**config.mk**
```make
export PLATFORM = sky130hd
export DESIGN_NAME = cbsc_core
export DESIGN_NICKNAME = d
export VERILOG_FILES = /design/src/verilog/cbsc_pkg.sv /design/src/verilog/cbsc_core.sv
export SDC_FILE = /design/constraint.sdc
export NUM_CORES = 2
export LEC_CHECK = 0
export BUFFER_PORTS_ARGS = -buffer_cell sky130_fd_sc_hd__buf_2
export CORE_ASPECT_RATIO = 0.75
export CORE_MARGIN = 8
export CORE_UTILIZATION = 27
export DETAILED_ROUTE_END_ITERATION = 10
export GPL_TIMING_DRIVEN = 0
export PLACE_DENSITY = 0.44
export SYNTH_ARGS = -nofsm -noshare
export SYNTH_HDL_FRONTEND = slang
export SYNTH_SLANG_ARGS = --single-unit
```
**constraint.sdc**
```tcl
create_clock -name clk_in -period 33.9 [get_ports clk_in]
set_input_delay 3.39 -clock clk_in [delete_from_list [all_inputs] [get_ports clk_in]]
set_output_delay 3.39 -clock clk_in [all_outputs]
set_load 0.05 [all_outputs]
```
**src/verilog/cbsc_pkg.sv**
```systemverilog
// constants for the can buffer status and control block
// Contract
// - mask one bit compares, zero ignores
// - received message sets buffer full flag
// - receive into full buffer sets overflow
// - direction bit one transmit, zero receive
// - control word: low even, high odd
// - aborted flag shows aborted versus completed
// - lost arbitration flag set on loss
// - bus error flag set on transmit error
// - setting transmit request clears three flags
// - request set by software, cleared on success
// - writing zero to pending request aborts
// - remote frame sets request when enabled
// - two bit priority, three is highest
// - first word holds standard id, upper zero
// - first word bit one is srr
// - first word bit zero is ide
// - second word holds extended id 17:6
// - status word records filter hit code
package cbsc_pkg;
    localparam int NUM_BUF   = 32;
    localparam int NUM_TX    = 8;
    localparam int ADDR_W    = 8;
    // register map, one 16-bit register per address
    localparam logic [7:0] ADR_MASK_EID    = 8'h00;
    localparam logic [7:0] ADR_RX_FULL_FLAG_LO    = 8'h04;
    localparam logic [7:0] ADR_RX_FULL_FLAG_HI    = 8'h05;
    localparam logic [7:0] ADR_RX_OVERFLOW_FLAG_LO    = 8'h06;
    localparam logic [7:0] ADR_RX_OVERFLOW_FLAG_HI    = 8'h07;
    localparam logic [7:0] ADR_PAIR_CTRL   = 8'h08;
    localparam logic [2:0] REG_SID_WORD    = 3'h2;
    localparam logic [2:0] REG_EID_WORD    = 3'h3;
    localparam logic [2:0] REG_STAT_WORD   = 3'h4;
    // control byte layout, same in both halves of a pair register
    localparam int CTL_DIR_SELECT     = 7;
    localparam int CTL_ABORTED        = 6;
    localparam int CTL_LOST_ARB       = 5;
    localparam int CTL_BUS_ERROR      = 4;
    localparam int CTL_TX_REQUEST     = 3;
    localparam int CTL_AUTO_REPLY     = 2;
    localparam int CTL_PRIORITY_LSB   = 0;
    localparam logic [7:0] CTL_WR_MASK = 8'h8F;
    // identifier word layout
    localparam int SID_FIELD_LSB = 2;
    localparam int SID_SRR_BIT   = 1;
    localparam int SID_IDE_BIT   = 0;
    localparam int STAT_HIT_LSB  = 8;
    // reset values
    localparam logic [31:0] RST_FLAGS = 32'h0000_0000;
    localparam logic [7:0]  RST_CTRL  = 8'h00;
    localparam logic [15:0] RST_WORD  = 16'h0000;
endpackage

```
**src/verilog/cbsc_core.sv**
```systemverilog
// can message buffer bookkeeping: masks, rx flags, tx control, id words
//
// Chosen here: the plain strobed port and the address map.
`timescale 1ns/100ps
module cbsc_core
    import cbsc_pkg::*;
#(
    parameter int NUM_MASK = 3
)(
    // clock and reset
    input  wire logic              clk_in,
    input  wire logic              rst_in,
    // register port
    input  wire logic [ADDR_W-1:0] addr_in,
    input  wire logic [15:0]       wdata_in,
    input  wire logic              wr_in,
    input  wire logic              rd_in,
    output logic      [15:0]       rdata_out,
    // extended id mask comparison
    input  wire logic [15:0]       filt_eid_in,
    input  wire logic [15:0]       msg_eid_in,
    input  wire logic [1:0]        mask_sel_in,
    output logic                   ext_match_out,
    // received message store
    input  wire logic              rx_write_in,
    input  wire logic [4:0]        rx_buf_in,
    input  wire logic [10:0]       rx_sid_in,
    input  wire logic              rx_srr_in,
    input  wire logic              rx_ide_in,
    input  wire logic [11:0]       rx_eid_in,
    input  wire logic [4:0]        rx_filter_hit_in,
    // remote frame reception
    input  wire logic              rtr_rx_in,
    input  wire logic [2:0]        rtr_buf_in,
    // transmit engine
    input  wire logic              tx_ok_in,
    input  wire logic              tx_lost_arb_in,
    input  wire logic              tx_bus_err_in,
    output logic                   tx_valid_out,
    output logic      [2:0]        tx_buf_out,
    output logic      [7:0]        tx_abort_out
);

    typedef struct packed {
        logic [NUM_MASK-1:0][15:0] mask;
        logic [NUM_BUF-1:0]        full;
        logic [NUM_BUF-1:0]        ovf;
        logic [NUM_TX-1:0][7:0]    ctrl;
        logic [NUM_BUF-1:0][12:0]  sidw;
        logic [NUM_BUF-1:0][11:0]  eidw;
        logic [NUM_BUF-1:0][4:0]   hit;
        logic [15:0]               rdata;
        logic                      ext_match;
        logic                      tx_valid;
        logic [2:0]                tx_buf;
        logic [7:0]                tx_abort;
    } cbsc_state_s;

    cbsc_state_s st_r;
    cbsc_state_s st_nxt;

    logic [4:0] word_idx;
    logic       in_low;
    logic [2:0] region;

    assign word_idx = addr_in[4:0];
    assign in_low   = (addr_in[7:4] == 4'h0);
    assign region   = addr_in[7:5];

    // read mux; unmapped addresses read zero
    function automatic logic [15:0] read_word(input cbsc_state_s s,
                                              input logic [7:0] a);
        logic [15:0] v;
        logic [1:0]  pr;
        v  = 16'h0000;
        pr = a[1:0];
        if (a[7:4] == 4'h0) begin
            if (a < ADR_RX_FULL_FLAG_LO) begin
                if (int'(a[1:0]) < NUM_MASK) begin
                    v = s.mask[a[1:0]];
                end
            end else if (a == ADR_RX_FULL_FLAG_LO) begin
                v = s.full[15:0];
            end else if (a == ADR_RX_FULL_FLAG_HI) begin
                v = s.full[31:16];
            end else if (a == ADR_RX_OVERFLOW_FLAG_LO) begin
                v = s.ovf[15:0];
            end else if (a == ADR_RX_OVERFLOW_FLAG_HI) begin
                v = s.ovf[31:16];
            end else if (a[3:2] == ADR_PAIR_CTRL[3:2]) begin
                v = {s.ctrl[{pr, 1'b1}], s.ctrl[{pr, 1'b0}]};
            end
        end else if (a[7:5] == REG_SID_WORD) begin
            v = {3'b000, s.sidw[a[4:0]]};
        end else if (a[7:5] == REG_EID_WORD) begin
            v = {4'h0, s.eidw[a[4:0]]};
        end else if (a[7:5] == REG_STAT_WORD) begin
            v = {3'b000, s.hit[a[4:0]], 8'h00};
        end
        return v;
    endfunction

    always_comb begin
        logic [7:0] old_b;
        logic [7:0] new_b;
        logic [7:0] wb;
        logic [2:0] k;
        logic [1:0] best_pri;
        logic       found;
        logic [2:0] best_idx;
        logic [2:0] cur;
        old_b    = 8'h00;
        new_b    = 8'h00;
        wb       = 8'h00;
        k        = 3'd0;
        best_pri = 2'd0;
        found    = 1'b0;
        best_idx = 3'd0;
        cur      = st_r.tx_buf;
        st_nxt          = st_r;
        st_nxt.tx_abort = 8'h00;
        st_nxt.rdata    = 16'h0000;

        // read data stands only in the cycle after the strobe
        if (rd_in) begin
            st_nxt.rdata = read_word(st_r, addr_in);
        end

        // software writes first; hardware events below win over them
        if (wr_in && in_low) begin
            if (addr_in < ADR_RX_FULL_FLAG_LO) begin
                if (int'(addr_in[1:0]) < NUM_MASK) begin
                    st_nxt.mask[addr_in[1:0]] = wdata_in;
                end
            end else if (addr_in == ADR_RX_FULL_FLAG_LO) begin
                st_nxt.full[15:0] = st_r.full[15:0] & wdata_in;
            end else if (addr_in == ADR_RX_FULL_FLAG_HI) begin
                st_nxt.full[31:16] = st_r.full[31:16] & wdata_in;
            end else if (addr_in == ADR_RX_OVERFLOW_FLAG_LO) begin
                st_nxt.ovf[15:0] = st_r.ovf[15:0] & wdata_in;
            end else if (addr_in == ADR_RX_OVERFLOW_FLAG_HI) begin
                st_nxt.ovf[31:16] = st_r.ovf[31:16] & wdata_in;
            end else if (addr_in[3:2] == ADR_PAIR_CTRL[3:2]) begin
                for (int b = 0; b < 2; b++) begin
                    k     = {addr_in[1:0], b[0]};
                    old_b = st_r.ctrl[k];
                    wb    = wdata_in[8*b +: 8];
                    // status bits are read only
                    new_b = (old_b & ~CTL_WR_MASK) | (wb & CTL_WR_MASK);
                    if (!old_b[CTL_TX_REQUEST] && wb[CTL_TX_REQUEST]) begin
                        new_b[CTL_ABORTED]   = 1'b0;
                        new_b[CTL_LOST_ARB]  = 1'b0;
                        new_b[CTL_BUS_ERROR] = 1'b0;
                    end
                    if (old_b[CTL_TX_REQUEST] && !wb[CTL_TX_REQUEST]) begin
                        new_b[CTL_ABORTED] = 1'b1;
                        st_nxt.tx_abort[k] = 1'b1;
                    end
                    st_nxt.ctrl[k] = new_b;
                end
            end
        end else if (wr_in && region == REG_SID_WORD) begin
            st_nxt.sidw[word_idx] = wdata_in[12:0];
        end else if (wr_in && region == REG_EID_WORD) begin
            st_nxt.eidw[word_idx] = wdata_in[11:0];
        end else if (wr_in && region == REG_STAT_WORD) begin
            st_nxt.hit[word_idx] = wdata_in[STAT_HIT_LSB +: 5];
        end

        // received message lands in its buffer
        if (rx_write_in) begin
            if (st_r.full[rx_buf_in]) begin
                st_nxt.ovf[rx_buf_in] = 1'b1;
            end
            st_nxt.full[rx_buf_in] = 1'b1;
            st_nxt.sidw[rx_buf_in] = {rx_sid_in, rx_srr_in, rx_ide_in};
            st_nxt.eidw[rx_buf_in] = rx_eid_in;
            st_nxt.hit[rx_buf_in] = rx_filter_hit_in;
        end

        if (rtr_rx_in && st_r.ctrl[rtr_buf_in][CTL_AUTO_REPLY]) begin
            if (!st_nxt.ctrl[rtr_buf_in][CTL_TX_REQUEST]) begin
                st_nxt.ctrl[rtr_buf_in][CTL_ABORTED]   = 1'b0;
                st_nxt.ctrl[rtr_buf_in][CTL_LOST_ARB]  = 1'b0;
                st_nxt.ctrl[rtr_buf_in][CTL_BUS_ERROR] = 1'b0;
            end
            st_nxt.ctrl[rtr_buf_in][CTL_TX_REQUEST] = 1'b1;
        end

        // results apply to the buffer offered in this cycle
        if (st_r.tx_valid) begin
            if (tx_ok_in) begin
                st_nxt.ctrl[cur][CTL_TX_REQUEST] = 1'b0;
                st_nxt.ctrl[cur][CTL_ABORTED]    = 1'b0;
            end
            if (tx_lost_arb_in) begin
                st_nxt.ctrl[cur][CTL_LOST_ARB] = 1'b1;
            end
            if (tx_bus_err_in) begin
                st_nxt.ctrl[cur][CTL_BUS_ERROR] = 1'b1;
            end
        end

        for (int i = 0; i < NUM_TX; i++) begin
            if (st_nxt.ctrl[i][CTL_TX_REQUEST] &&
                st_nxt.ctrl[i][CTL_DIR_SELECT]) begin
                if (!found ||
                    st_nxt.ctrl[i][CTL_PRIORITY_LSB +: 2] > best_pri) begin
                    found    = 1'b1;
                    best_pri = st_nxt.ctrl[i][CTL_PRIORITY_LSB +: 2];
                    best_idx = i[2:0];
                end
            end
        end
        st_nxt.tx_valid = found;
        st_nxt.tx_buf   = best_idx;

        if (int'(mask_sel_in) < NUM_MASK) begin
            st_nxt.ext_match = (((filt_eid_in ^ msg_eid_in) &
                                 st_r.mask[mask_sel_in]) == 16'h0000);
        end else begin
            st_nxt.ext_match = 1'b0;
        end
    end

    always_ff @(posedge clk_in or posedge rst_in) begin
        if (rst_in) begin
            st_r.mask      <= '0;
            st_r.full      <= RST_FLAGS;
            st_r.ovf       <= RST_FLAGS;
            st_r.ctrl      <= {NUM_TX{RST_CTRL}};
            st_r.sidw      <= '0;
            st_r.eidw      <= '0;
            st_r.hit       <= '0;
            st_r.rdata     <= RST_WORD;
            st_r.ext_match <= 1'b0;
            st_r.tx_valid  <= 1'b0;
            st_r.tx_buf    <= 3'd0;
            st_r.tx_abort  <= 8'h00;
        end else begin
            st_r <= st_nxt;
        end
    end

    assign rdata_out     = st_r.rdata;
    assign ext_match_out = st_r.ext_match;
    assign tx_valid_out  = st_r.tx_valid;
    assign tx_buf_out    = st_r.tx_buf;
    assign tx_abort_out  = st_r.tx_abort;

    // pair control view, watched by the read check
    logic [15:0] pair_view;
    assign pair_view = {st_r.ctrl[{addr_in[1:0], 1'b1}],
                        st_r.ctrl[{addr_in[1:0], 1'b0}]};

    for (genvar i = 0; i < NUM_TX; i++) begin : g_chk

    end
endmodule

```
==> impl_summary.log <==
[metrics] r2r startpoint: tx_buf_out[1]
[metrics] number of nets in the final layout: 6,702
[metrics] number of antenna violations at the first check in global routing: 61
[metrics] Min Clock Period, post-route: 14.38 ns
[metrics] number of placed instances with taps included: 9,559
[metrics] setup repair after global routing missed its margin: false
[metrics] number of standard cells in the final layout excluding fillers: 9,829
[metrics] proportion of synthesized chip area in sequential cells: 0.461
[metrics] worst r2r path cells: 48
[metrics] maximum clock rate: 69.6 MHz
[metrics] slowest cell on the critical path: sky130_fd_sc_hd__nor4b_1
[metrics] number of H-tree levels: 4
[metrics] Routed Wire Length: 341,000 µm
[metrics] via count of the first global-routing pass: 52,600
[metrics] cts bufs inserted: 141
[metrics] vias per inst: 5.68
[metrics] endpoint required time on the critical path: 34.64 ns
[metrics] global-route wire length before repair: 459,000 µm
[metrics] setup-violating endpoint count in the final report: 0
[metrics] PwrDens: 60.6 nW/µm²
[metrics] GR Util All Layers: 0.261
[metrics] share of the clock period used by the worst path: 0.424
[metrics] post-synthesis sequential element count: 1,165
[metrics] met1 track utilization from global routing: 0.367
[metrics] number of gates given a new drive strength after cts: 0
[metrics] worst-case setup margin in the final layout: 19.52 ns
[metrics] reg-to-reg endpoint: tx_buf_out[2]
[metrics] largest area contributor in the netlist: sky130_fd_sc_hd__dfrtp_1
[metrics] normalized max-slew margin: -0.107
[metrics] ranking of synthesized cells by instance count: sky130_fd_sc_hd__dfrtp_1, sky130_fd_sc_hd__mux2i_1, sky130_fd_sc_hd__nor2_1
[metrics] main area contributors after synthesis: sky130_fd_sc_hd__dfrtp_1, sky130_fd_sc_hd__mux2i_1, sky130_fd_sc_hd__mux4_2
[metrics] worst setup path class: in -> reg
[metrics] Primary FF master, synth: sky130_fd_sc_hd__dfrtp_1
[metrics] Crit path top cell by count: sky130_fd_sc_hd__ha_1
[metrics] Clock transition at path regs: 0.07 ns
[metrics] number of sinks driven by the clock tree: 1,165
[metrics] largest net degree at the start of global routing: 40
[metrics] outcome: finished with violations
[metrics] initial core utilization: 0.270
[metrics] Die Width: 575 µm
[metrics] Synth-to-Final Area Change: 15.9%
[metrics] power after layout: 4.44 mW
[metrics] syn nets: 6,393
[metrics] Port Buf Inserts: 123
[metrics] Starting DRT DRC Count: 8,308
[metrics] worst supply voltage drop on vdd: 0.0307 mV
[metrics] Setup Buffers After CTS: 0
[metrics] Die Height: 435 µm
[metrics] FFs w/ async S/R, synth: 1.00
[metrics] nature of the critical path endpoint: flip-flop
[metrics] std cell rows: 154
[metrics] delay of the slowest cell on the worst path: 0.86 ns
[metrics] internal reg-to-reg setup slack: 23.25 ns
[metrics] summed area of non-filler cells in the final layout: 73,300 µm²
[metrics] pre-CTS setup slack: 19.00 ns
[metrics] P_leak: 31.8 nW
[metrics] hold path cells: 2
[metrics] routing usage on met2: 0.329
[metrics] Hold WC Path Type: reg -> reg
[metrics] instance area after placement: 68,700 µm²
[metrics] setup TNS: 0 ns
[metrics] number of nets still failing antenna checks after routing: 0
[metrics] worst setup skew after layout: 0.0360 ns
[metrics] 1st-pass router iterations: 8
[metrics] average cell area after synthesis: 10.1 µm²
[metrics] leading cell type by number of instances after synthesis: sky130_fd_sc_hd__dfrtp_1
[metrics] CTS Hold Buffers Added: 0
[metrics] GPL Wtd Cong: 1.03
[metrics] busiest layer in global routing: met1
[metrics] average routed wire per standard cell: 34.7 µm
[metrics] top-level I/O count: 134
[metrics] transition at the pin with the smallest max-transition slack: 1.66 ns
[metrics] clock latency at the later pin of the worst-skew pair: 0.80 ns
[metrics] CTS tree: done
[metrics] layout cell share with drive strength beyond 1: 0.132
[metrics] maximum buffer depth of the clock tree: 4
[metrics] via count: 55,800
[metrics] root buffer cell: sky130_fd_sc_hd__clkbuf_16
[metrics] startpoint type of the worst setup path: input pin
[metrics] max-cap viol count: 10
[metrics] top fanout value on the critical path: 10
[metrics] final hold slack: 0.517 ns
[metrics] placeable core region: 234,000 µm²
[metrics] GR Layer Usage met3: 0.136
[metrics] die area: 250,000 µm²
[metrics] final hold violation count: 0
[metrics] HP Start: st_r[1057]
[metrics] failing checks: capacitance limit, slew limit
[metrics] number of instances in the synthesized netlist: 6,274
[metrics] Mapped Area: 63,200 µm²
[metrics] utilization after layout: 0.313
[metrics] global route total overflow: 0
[metrics] Post-DP HPWL: 260,000 µm
[metrics] number of unique standard cell types used by synthesis: 65
[metrics] worst-case hold path end point: st_r[1057]
[metrics] area share of the largest cell type after synthesis: 0.461
[metrics] number of synthesized flops with an enable pin: 0
[metrics] arrival time worst endpoint: 15.11 ns
[metrics] final slew viol count: 99
[metrics] Syn. warnings: 0
[metrics] number of remaining DRC errors: 0
## power breakdown
part,internal (mW),switching [mW],total [mW]
registers,1.69,0.193,1.88
logic,0.382,0.597,0.979
clock network,0.919,0.666,1.58
total,2.99,1.46,4.44
## worst max-delay path, delay by kind of cell
kind / cells / cell delay (ns)
AOI/OAI and AO/OA: 24 / 4.71
adders and majority gates: 7 / 2.12
buffers and inverters: 5 / 1.12
muxes: 1 / 0.40
and+or+nand+nor: 13 / 3.34
## cell usage in the layout (no fill, tap or decap), drive strengths merged, types with 33 or more instances in the layout
cell type  synthesis  layout
buf              107     271
nand2            729     729
mux2              73      73
clkbuf           556     756
o22ai             49      49
dfrtp           1165    1165
a21oi            677     677
nor2             775     775
o21ai            620     620
mux4             324     324
nand3             50      50
a31oi             33      33
mux2i            856     856
## sequential cells by signal, indices dropped and copies added (netlist names)
| register | flops |
|---|---|
| tx_buf_out | 3 |
| st_r | 1136 |
| ext_match_out | 1 |
| tx_valid_out | 1 |
| rdata_out | 16 |
| tx_abort_out | 8 |
## final cells by class
type	instances	area (µm²)
clock buffers	198	4100
diodes	30	75.1
fillers	24300	161000
well taps	3120	3900
multi-input cells	4419	31400
repair buffers	166	1440
inverters	27	105
clock inverters	41	490
flip-flops and latches	1165	29200
plain buffers	663	2670
## how the worst max path moves through the flow
stage | from | to | cells past startpoint
after global placement | rst_in | st_r[451] | 2
after CTS | addr_in[3] | tx_buf_out[2] | 50
after global routing | addr_in[3] | tx_buf_out[2] | 51
final | addr_in[3] | tx_buf_out[2] | 50
after floorplan | rst_in | ext_match_out | 1
after detailed placement | addr_in[3] | tx_buf_out[2] | 50
## kinds of logic (layout without fill, tap and decap cells)
family / Yosys count / count (layout) / share of synthesized area
AOI/OAI and AO/OA: 1451 / 1451 / 0.121
adders and majority gates: 14 / 14 / 0.00277
buffers and inverters: 690 / 1095 / 0.0428
and+or+nand+nor: 1685 / 1685 / 0.107
DFF: 1165 / 1165 / 0.461
other: 0 / 30 / 0
muxes: 1253 / 1253 / 0.264
xor gates and xnor gates: 16 / 16 / 0.00222
## layer usage
metal / vias to the layer above / wire length [µm]
met2: 3542 / 126000
met4: 8 / 16700
met5: - / 53
li1: 22800 / -
met3: 578 / 52500
met1: 28800 / 145000
(Power assumes the default switching activity.)
